File: src/inc/mesim_params.svh
`ifndef MESIM_PARAMS_SVH
`define MESIM_PARAMS_SVH

// Register offsets on the serial register port
`define MESIM_OFS_STICKY 12'h403
`define MESIM_OFS_LIVE 12'h404
`define MESIM_OFS_MASK 12'h405
`define MESIM_OFS_PHIDLE 12'h407

// Live event state field positions
`define MESIM_LIVE_NEWSAMPLE 16
`define MESIM_LIVE_IDLE_LSB 10
`define MESIM_LIVE_SIGN_LSB 6
`define MESIM_LIVE_SWELL_LSB 3
`define MESIM_LIVE_DIP_LSB 0

// Sticky flag and mask field positions
`define MESIM_STICKY_IDLE_LSB 0
`define MESIM_EVT_PWR 18
`define MESIM_EVT_RMSHALF 19
`define MESIM_EVT_RMS1012 20
`define MESIM_EVT_THDPF 21
`define MESIM_EVT_TRIG 22
`define MESIM_EVT_BUFFULL 23
`define MESIM_EVT_MISMATCH 24
`define MESIM_EVT_TEMP 25

// Writable mask bits and reset values
`define MESIM_MASK_WRITABLE 32'h03ff_ffff
`define MESIM_RST_WORD 32'h0000_0000
`define MESIM_RST_PHIDLE 18'h0_0000

`endif

File: src/inc/mesim_pkg.sv
`include "mesim_params.svh"

package mesim_pkg;

    // One register word
    typedef logic [31:0] mesim_word_t;

    // Register port address
    typedef logic [11:0] mesim_addr_t;

    // Register selected by an address
    typedef enum logic [2:0] {
        REG_NONE = 3'b000,
        REG_STICKY = 3'b001,
        REG_LIVE = 3'b010,
        REG_MASK = 3'b011,
        REG_PHIDLE = 3'b100
    } mesim_reg_e;

endpackage : mesim_pkg

File: src/design/mesim_edge_det.sv
`timescale 1ns/1ps
`default_nettype none

module mesim_edge_det #(
    parameter int WIDTH = 1
) (
    input wire logic clk,
    input wire logic rstN,
    input wire logic [WIDTH-1:0] sigIn,
    output logic [WIDTH-1:0] rise,
    output logic [WIDTH-1:0] fall,
    output logic [WIDTH-1:0] change
);

    logic [WIDTH-1:0] prev_r;

    // Previous sample of each input
    always_ff @(posedge clk or negedge rstN) begin
        if (!rstN) begin
            prev_r <= '0;
        end else begin
            prev_r <= sigIn;
        end
    end

    // Transition pulses, one cycle each
    assign rise = sigIn & ~prev_r;
    assign fall = ~sigIn & prev_r;
    assign change = sigIn ^ prev_r;

endmodule : mesim_edge_det

`default_nettype wire

File: src/design/mesim_w1c_flags.sv
`timescale 1ns/1ps
`default_nettype none

module mesim_w1c_flags #(
    parameter int WIDTH = 1
) (
    input wire logic clk,
    input wire logic rstN,
    input wire logic [WIDTH-1:0] setEvt,
    input wire logic clearWr,
    input wire logic [WIDTH-1:0] clearBits,
    output logic [WIDTH-1:0] flags_r
);

    logic [WIDTH-1:0] flags_nxt;

    // Write one clears; a same-cycle event wins over the clear
    always_comb begin
        flags_nxt = flags_r;
        if (clearWr) begin
            flags_nxt = flags_nxt & ~clearBits;
        end
        flags_nxt = flags_nxt | setEvt;
    end

    // Flag storage
    always_ff @(posedge clk or negedge rstN) begin
        if (!rstN) begin
            flags_r <= '0;
        end else begin
            flags_r <= flags_nxt;
        end
    end

endmodule : mesim_w1c_flags

`default_nettype wire

File: src/design/mesim_event_irq.sv
`timescale 1ns/1ps
`default_nettype none

module mesim_event_irq
    import mesim_pkg::*;
(
    // Clock, reset and register port
    input wire logic mclk,
    input wire logic reset_n,
    input wire logic [11:0] regAddr,
    input wire logic regWrite,
    input wire logic regRead,
    input wire logic [31:0] regWrData,
    output logic [31:0] regRdData,
    output logic regRdValid,
    // Per-phase idle states, bit 0 is phase A
    input wire logic [2:0] fundApparentIdle,
    input wire logic [2:0] fundReactiveIdle,
    input wire logic [2:0] fundActiveIdle,
    input wire logic [2:0] totalApparentIdle,
    input wire logic [2:0] totalReactiveIdle,
    input wire logic [2:0] totalActiveIdle,
    // Sample strobe, energy pulse pins and their signs
    input wire logic newWaveformSample,
    input wire logic energyPulseOut1,
    input wire logic energyPulseOut2,
    input wire logic energyPulseOut3,
    input wire logic energyPulseOut4,
    input wire logic pulse1Positive,
    input wire logic pulse2Positive,
    input wire logic pulse3Positive,
    input wire logic pulse4Positive,
    // Voltage swell and dip conditions
    input wire logic phaseAOvervoltageState,
    input wire logic phaseBOvervoltageState,
    input wire logic phaseCOvervoltageState,
    input wire logic phaseASagState,
    input wire logic phaseBSagState,
    input wire logic phaseCSagState,
    // Metrology event sources
    input wire logic tempResultReady,
    input wire logic summedCurrentAboveThreshold,
    input wire logic resampledBufferFull,
    input wire logic captureSelection,
    input wire logic bufferTriggerEvent,
    input wire logic distortionPfUpdate,
    input wire logic multicycleRmsUpdate,
    input wire logic halfcycleRmsUpdate,
    input wire logic powerAccumUpdate,
    // Interrupt request to the host
    output logic irqRequest
);

    // Address decode shared by the read and write paths
    function automatic mesim_reg_e decodeAddr(input logic [11:0] addr);
        mesim_reg_e sel;
        sel = REG_NONE;
        unique case (addr)
            `MESIM_OFS_STICKY: begin
                sel = REG_STICKY;
            end
            `MESIM_OFS_LIVE: begin
                sel = REG_LIVE;
            end
            `MESIM_OFS_MASK: begin
                sel = REG_MASK;
            end
            `MESIM_OFS_PHIDLE: begin
                sel = REG_PHIDLE;
            end
            default: begin
                sel = REG_NONE;
            end
        endcase
        return sel;
    endfunction : decodeAddr

    // Reset release synchroniser
    logic rstMeta_r;
    logic rstSync_r;

    always_ff @(posedge mclk or negedge reset_n) begin
        if (!reset_n) begin
            rstMeta_r <= 1'b0;
            rstSync_r <= 1'b0;
        end else begin
            rstMeta_r <= 1'b1;
            rstSync_r <= rstMeta_r;
        end
    end

    // Register port decode
    mesim_reg_e wrSel;
    mesim_reg_e rdSel;
    logic stickyClearWr;
    logic maskWr;
    logic liveRead;

    assign wrSel = decodeAddr(regAddr);
    assign rdSel = decodeAddr(regAddr);
    assign stickyClearWr = regWrite && (wrSel == REG_STICKY);
    assign maskWr = regWrite && (wrSel == REG_MASK);
    assign liveRead = regRead && (rdSel == REG_LIVE);

    // Idle states gathered, six kinds of three phases
    logic [17:0] idleAll;
    logic [17:0] idleChange;
    logic [5:0] idleKindChange;
    logic [5:0] allOutOfIdle;

    assign idleAll = {fundApparentIdle, fundReactiveIdle, fundActiveIdle,
                      totalApparentIdle, totalReactiveIdle, totalActiveIdle};

    // Entry and exit of idle for each phase
    mesim_edge_det #(
        .WIDTH(18)
    ) u_idle_edges (
        .clk(mclk),
        .rstN(rstSync_r),
        .sigIn(idleAll),
        .rise(),
        .fall(),
        .change(idleChange)
    );

    // Per kind: any phase changed, and all phases out of idle
    genvar k;
    generate
        for (k = 0; k < 6; k++) begin : g_kind
            assign idleKindChange[k] = |idleChange[3*k +: 3];
            assign allOutOfIdle[k] = ~|idleAll[3*k +: 3];
        end
    endgenerate

    // Per-phase idle snapshot taken on every change
    logic [17:0] phaseIdle_r;

    always_ff @(posedge mclk or negedge rstSync_r) begin
        if (!rstSync_r) begin
            phaseIdle_r <= `MESIM_RST_PHIDLE;
        end else if (|idleKindChange) begin
            phaseIdle_r <= idleAll;
        end
    end

    // Snapshot widened to a register word, upper bits zero
    mesim_word_t phaseIdleWord;

    assign phaseIdleWord = {14'h0, phaseIdle_r};

    // Energy pulse pins, falling edge marks an issued pulse
    logic [3:0] pulsePins;
    logic [3:0] pulseSigns;
    logic [3:0] pulseIssued;
    logic [3:0] pulseSign_r;

    assign pulsePins = {energyPulseOut4, energyPulseOut3, energyPulseOut2, energyPulseOut1};
    assign pulseSigns = {pulse4Positive, pulse3Positive, pulse2Positive, pulse1Positive};

    mesim_edge_det #(
        .WIDTH(4)
    ) u_pulse_edges (
        .clk(mclk),
        .rstN(rstSync_r),
        .sigIn(pulsePins),
        .rise(),
        .fall(pulseIssued),
        .change()
    );

    // Sign of last pulse, held between pulses
    genvar p;
    generate
        for (p = 0; p < 4; p++) begin : g_sign
            always_ff @(posedge mclk or negedge rstSync_r) begin
                if (!rstSync_r) begin
                    pulseSign_r[p] <= 1'b0;
                end else if (pulseIssued[p]) begin
                    pulseSign_r[p] <= pulseSigns[p];
                end
            end
        end
    endgenerate

    // New sample flag, set by the sample strobe, cleared by reading
    logic newSample_r;

    always_ff @(posedge mclk or negedge rstSync_r) begin
        if (!rstSync_r) begin
            newSample_r <= 1'b0;
        end else if (newWaveformSample) begin
            newSample_r <= 1'b1;
        end else if (liveRead) begin
            newSample_r <= 1'b0;
        end
    end

    // Voltage condition groups, phase C in the top bit
    logic [2:0] swellStates;
    logic [2:0] sagStates;

    assign swellStates = {phaseCOvervoltageState, phaseBOvervoltageState, phaseAOvervoltageState};
    assign sagStates = {phaseCSagState, phaseBSagState, phaseASagState};

    // Live event state word
    mesim_word_t liveWord;

    always_comb begin
        liveWord = `MESIM_RST_WORD;
        liveWord[`MESIM_LIVE_NEWSAMPLE] = newSample_r;
        liveWord[`MESIM_LIVE_IDLE_LSB +: 6] = allOutOfIdle;
        liveWord[`MESIM_LIVE_SIGN_LSB +: 4] = pulseSign_r;
        liveWord[`MESIM_LIVE_SWELL_LSB +: 3] = swellStates;
        liveWord[`MESIM_LIVE_DIP_LSB +: 3] = sagStates;
    end

    // Summed-current comparison outcome changes
    logic mismatchChange;

    mesim_edge_det #(
        .WIDTH(1)
    ) u_mismatch_edge (
        .clk(mclk),
        .rstN(rstSync_r),
        .sigIn(summedCurrentAboveThreshold),
        .rise(),
        .fall(),
        .change(mismatchChange)
    );

    // Buffer full counts only for resampled capture
    logic bufFullEvt;

    assign bufFullEvt = resampledBufferFull && !captureSelection;

    // Event sources placed at their flag positions
    mesim_word_t eventSet;

    always_comb begin
        eventSet = `MESIM_RST_WORD;
        eventSet[`MESIM_STICKY_IDLE_LSB +: 6] = idleKindChange;
        eventSet[`MESIM_EVT_TEMP] = tempResultReady;
        eventSet[`MESIM_EVT_MISMATCH] = mismatchChange;
        eventSet[`MESIM_EVT_BUFFULL] = bufFullEvt;
        eventSet[`MESIM_EVT_TRIG] = bufferTriggerEvent;
        eventSet[`MESIM_EVT_THDPF] = distortionPfUpdate;
        eventSet[`MESIM_EVT_RMS1012] = multicycleRmsUpdate;
        eventSet[`MESIM_EVT_RMSHALF] = halfcycleRmsUpdate;
        eventSet[`MESIM_EVT_PWR] = powerAccumUpdate;
    end

    // Sticky flags, write one to clear
    mesim_word_t stickyFlags;

    mesim_w1c_flags #(
        .WIDTH(32)
    ) u_sticky (
        .clk(mclk),
        .rstN(rstSync_r),
        .setEvt(eventSet),
        .clearWr(stickyClearWr),
        .clearBits(regWrData),
        .flags_r(stickyFlags)
    );

    // Interrupt enable register, reserved bits kept at zero
    mesim_word_t intEnable_r;

    always_ff @(posedge mclk or negedge rstSync_r) begin
        if (!rstSync_r) begin
            intEnable_r <= `MESIM_RST_WORD;
        end else if (maskWr) begin
            intEnable_r <= regWrData & `MESIM_MASK_WRITABLE;
        end
    end

    // Flags that are both set and enabled
    mesim_word_t irqPending;

    assign irqPending = stickyFlags & intEnable_r;

    // Interrupt request from enabled sticky flags
    always_ff @(posedge mclk or negedge rstSync_r) begin
        if (!rstSync_r) begin
            irqRequest <= 1'b0;
        end else begin
            irqRequest <= |irqPending;
        end
    end

    // Read data mux
    mesim_word_t rdMux;

    always_comb begin
        rdMux = `MESIM_RST_WORD;
        unique case (rdSel)
            REG_STICKY: begin
                rdMux = stickyFlags;
            end
            REG_LIVE: begin
                rdMux = liveWord;
            end
            REG_MASK: begin
                rdMux = intEnable_r;
            end
            REG_PHIDLE: begin
                rdMux = phaseIdleWord;
            end
            REG_NONE: begin
                rdMux = `MESIM_RST_WORD;
            end
        endcase
    end

    // Registered read answer, one cycle after the strobe
    always_ff @(posedge mclk or negedge rstSync_r) begin
        if (!rstSync_r) begin
            regRdData <= `MESIM_RST_WORD;
            regRdValid <= 1'b0;
        end else begin
            regRdValid <= regRead;
            if (regRead) begin
                regRdData <= rdMux;
            end
        end
    end

endmodule : mesim_event_irq

`default_nettype wire

File: config.mk
export PLATFORM = sky130hd
export DESIGN_NAME = mesim_event_irq
export DESIGN_NICKNAME = d
export VERILOG_FILES = /design/src/inc/mesim_pkg.sv /design/src/design/mesim_edge_det.sv /design/src/design/mesim_w1c_flags.sv /design/src/design/mesim_event_irq.sv
export VERILOG_INCLUDE_DIRS = /design/src /design/src/inc
export SDC_FILE = /design/constraint.sdc
export NUM_CORES = 1
export LEC_CHECK = 0
export BUFFER_PORTS_ARGS = -buffer_cell sky130_fd_sc_hd__buf_2
export CAP_MARGIN = 10
export CORE_ASPECT_RATIO = 0.9
export CORE_MARGIN = 2
export CORE_UTILIZATION = 29
export CTS_CLUSTER_DIAMETER = 60
export DETAILED_ROUTE_END_ITERATION = 10
export GPL_TIMING_DRIVEN = 0
export PLACE_DENSITY = 0.55
export SLEW_MARGIN = 20
export SYNTH_ARGS = -nofsm -noshare
export SYNTH_HDL_FRONTEND = slang
export SYNTH_HIERARCHICAL = 1
export SYNTH_SLANG_ARGS = --single-unit
File: constraint.sdc
create_clock -name mclk -period 5.31 [get_ports mclk]
set_input_delay 0.531 -clock mclk [delete_from_list [all_inputs] [get_ports mclk]]
set_output_delay 0.531 -clock mclk [all_outputs]
set_load 0.05 [all_outputs]
==> results.txt <==
The run finished with clean final reports. In this run the number of H-tree levels came out at 4. The fraction of final layout cells sized beyond drive strength 1 came out at 31.87%.

The relative slew slack is 46.71%. Clock tree synthesis selected as its root buffer the cell sky130_fd_sc_hd__clkbuf_16. The worst hold path cell count came out at 1. The residual overflow from global routing is 0. The worst hold path terminates at u_pulse_edges/prev_r[0].

The total power came out at 2.534 mW. Measured along the y axis, the die boundary spans 144.1 um. No sink is reached through more buffers than the 2 on the longest clock path. The post-detailed-route DRC marker count came out at 0. The routed length on met3 came out at 1028 um. The detail-routed net length per standard cell is 17.91 um. Once detailed placement completed, the half-perimeter wirelength came to 13,430 um. TritonCTS built the clock tree. The synthesized instance count is 534.

In the post-route analysis, the smallest setup slack over all paths is 2.690 ns. The highest routed metal layer is met5. The total via count in the routed design is 4,521. Across the VDD grid, the largest voltage drop is 0.1806 mV. The most frequent standard cell in the layout excluding fill and tap cells is sky130_fd_sc_hd__dfrtp_1. Setup repair after global routing left no endpoint under its margin. The number of resized instances in the post-cts repair step came out at 0. The vias per cell came out at 4.526. The number of cells on the worst reg-to-reg path is 8. After detailed routing, the wire length on met1 is 8693 um. The largest fanout on the critical path is 10. The clock latency at the later pin of the worst-skew pair is 0.43 ns. The mean instance size in the synthesized netlist is 11.85 um2. The starting DRC count in detailed routing came out at 202.

The worst register-to-register path begins at u_idle_edges/prev_r[9]. The wire length of the first global-routing pass is 27,050 um. For this block, the routed nets add up to 17,890 um of wire.

The count of final setup violators is 0. The largest net degree at the start of global routing is 56. The worst setup path is captured at a flip-flop. The type of the worst setup path is reg -> reg. The met2 wire length came out at 7847 um. The number of buffers inserted by port buffering came out at 121. The initial antenna violation count is 3. Max-cap violations in this run came to 0. The synthesis-to-finish area growth came out at 27.29%. The measured slew at the worst slew-check pin came out at 0.7959 ns. The kind of start point of the critical path is a flip-flop. The total setup buffers inserted after CTS is 0.

The global routing usage summed across all routing layers came out at 15.89%. The portion of the clock cycle consumed by the worst path in the final layout came out at 49.34%. The max-slew violation count came out at 0. The path type of the worst min-delay path is in -> reg. The count of TritonRoute iterations in the first routing pass is 4.

After detailed placement, the design holds a cell count of 965. The setup slack at placement came out at 2.342 ns. The data required time of the critical path came out at 5.62 ns.

The total number of clock tree sinks is 140. The final core utilization came out at 37.45%. The arrival time of the worst setup path is 2.93 ns. The total CTS buffers is 17. Between clock sinks in the finished design, the worst skew comes to 0.008155 ns. The hold violation count in the final report is 0. The maximum achievable frequency is 381.7 MHz. The placer congestion estimate is 0.8112. The post-CTS clock slew at the launch and capture registers of the worst setup and hold paths is 0.06 ns. The number of global-route vias before repair is 4,495. The number of ports placed on the die boundary is 124. The placeable core region is 21,500 um2. The synthesized netlist occupies a cell area of 6326 um2. The effective utilization at floorplan came out at 29.42%. The setup slack of the worst register-to-register path came out at 2.69 ns. The number of nets in the finished design is 807. The floorplan step set the die width to 159.7 um.

The number of synthesis warnings is 6. The count of nets left with antenna violations after detail routing came out at 0. The standby leakage power is 3.741 nW. The area enclosed by the die boundary is 23,010 um2.

Leaving out fill and tap cells, the most frequent cells in the layout are sky130_fd_sc_hd__dfrtp_1, sky130_fd_sc_hd__buf_2, sky130_fd_sc_hd__inv_1, sky130_fd_sc_hd__nand2_1, sky130_fd_sc_hd__a21o_1. The power density over cell area came out at 314.6 nW/um2. The startpoint identified for the worst hold timing path is energyPulseOut1. Row generation in the floorplan step produced 51 rows. The count of placed standard cells in the final layout, fillers left out came out at 999. The endpoint identified for the worst register-to-register timing path is phaseIdle_r[13]. For the finished layout, the period the worst path requires is 2.620 ns.
-- layout make-up --
class / instances / area, um2
multi-input combinational: 323 / 2494
buffer: 24 / 157.7
timing repair buffer: 124 / 670.6
clock buffer: 19 / 442.9
clock inverter: 12 / 171.4
antenna: 2 / 5.005
tap: 291 / 364.1
inverter: 64 / 240.2
fill: 2140 / 13450
sequential: 140 / 3507
-- flip-flops by register name, indices dropped and copies added (netlist names) --
register	cells
rstMeta_r	1
u_sticky/flags_r	32
regRdData	32
phaseIdle_r	18
rstSync_r	1
regRdValid	1
liveWord	4
irqRequest	1
u_idle_edges/prev_r	18
intEnable_r	26
newSample_r	1
u_pulse_edges/prev_r	4
u_mismatch_edge/prev_r	1
-- worst max-delay path by stage --
| stage | startpoint | end | slack [ns] | cells after the start |
|---|---|---|---|---|
| 4_1_cts | u_idle_edges/prev_r[9] | phaseIdle_r[14] | 2.69 | 8 |
| 3_3_place_gp | rstSync_r | u_idle_edges/prev_r[12] | -0.75 | 0 |
| 5_1_grt | u_idle_edges/prev_r[9] | phaseIdle_r[9] | 2.66 | 8 |
| 2_1_floorplan | rstSync_r | intEnable_r[0] | 1.12 | 0 |
| 6_report | u_idle_edges/prev_r[9] | phaseIdle_r[13] | 2.69 | 8 |
| 3_5_place_dp | fundActiveIdle[0] | phaseIdle_r[14] | 2.34 | 10 |
-- through the flow --
stage	setup TNS, ns	cell area (um2)	hold slack [ns]
final	0	8053	0.2131
after global routing	0	8050	0.2044
after CTS	0	8048	0.1957
after detailed placement	0	7423	0.3183
after global placement	-102.92	7360	0.3164
after floorplan	0	6390	0.2354
-- layer usage --
metal / global-route usage [%] / vias to the layer above
met1: 22.39 / 2219
met5: 0 / -
li1: - / 2164
met2: 23.58 / 114
met4: 6.077 / 2
met3: 3.900 / 22
-- report_power, final --
group	internal, mW	switching [mW]
Clock	0.792	0.468
Combinational	0.0719	0.0924
Sequential	1.09	0.0188
-- worst max-delay path: stages, from the launching register on --
cell,delay [ns]
sky130_fd_sc_hd__dfrtp_1,0.37
sky130_fd_sc_hd__ha_1,0.27
sky130_fd_sc_hd__inv_1,0.03
sky130_fd_sc_hd__or3_4,0.41
sky130_fd_sc_hd__nor4_1,0.50
sky130_fd_sc_hd__nor3b_2,0.27
sky130_fd_sc_hd__buf_6,0.19
sky130_fd_sc_hd__buf_12,0.16
sky130_fd_sc_hd__mux2_4,0.30
-- timing repair --
item,CTS,global route
endpoints found under the hold margin,2,0
endpoints found under the setup margin,0,0
hold buffers,1,0
Note: power is estimated with default switching activity, not from simulation.
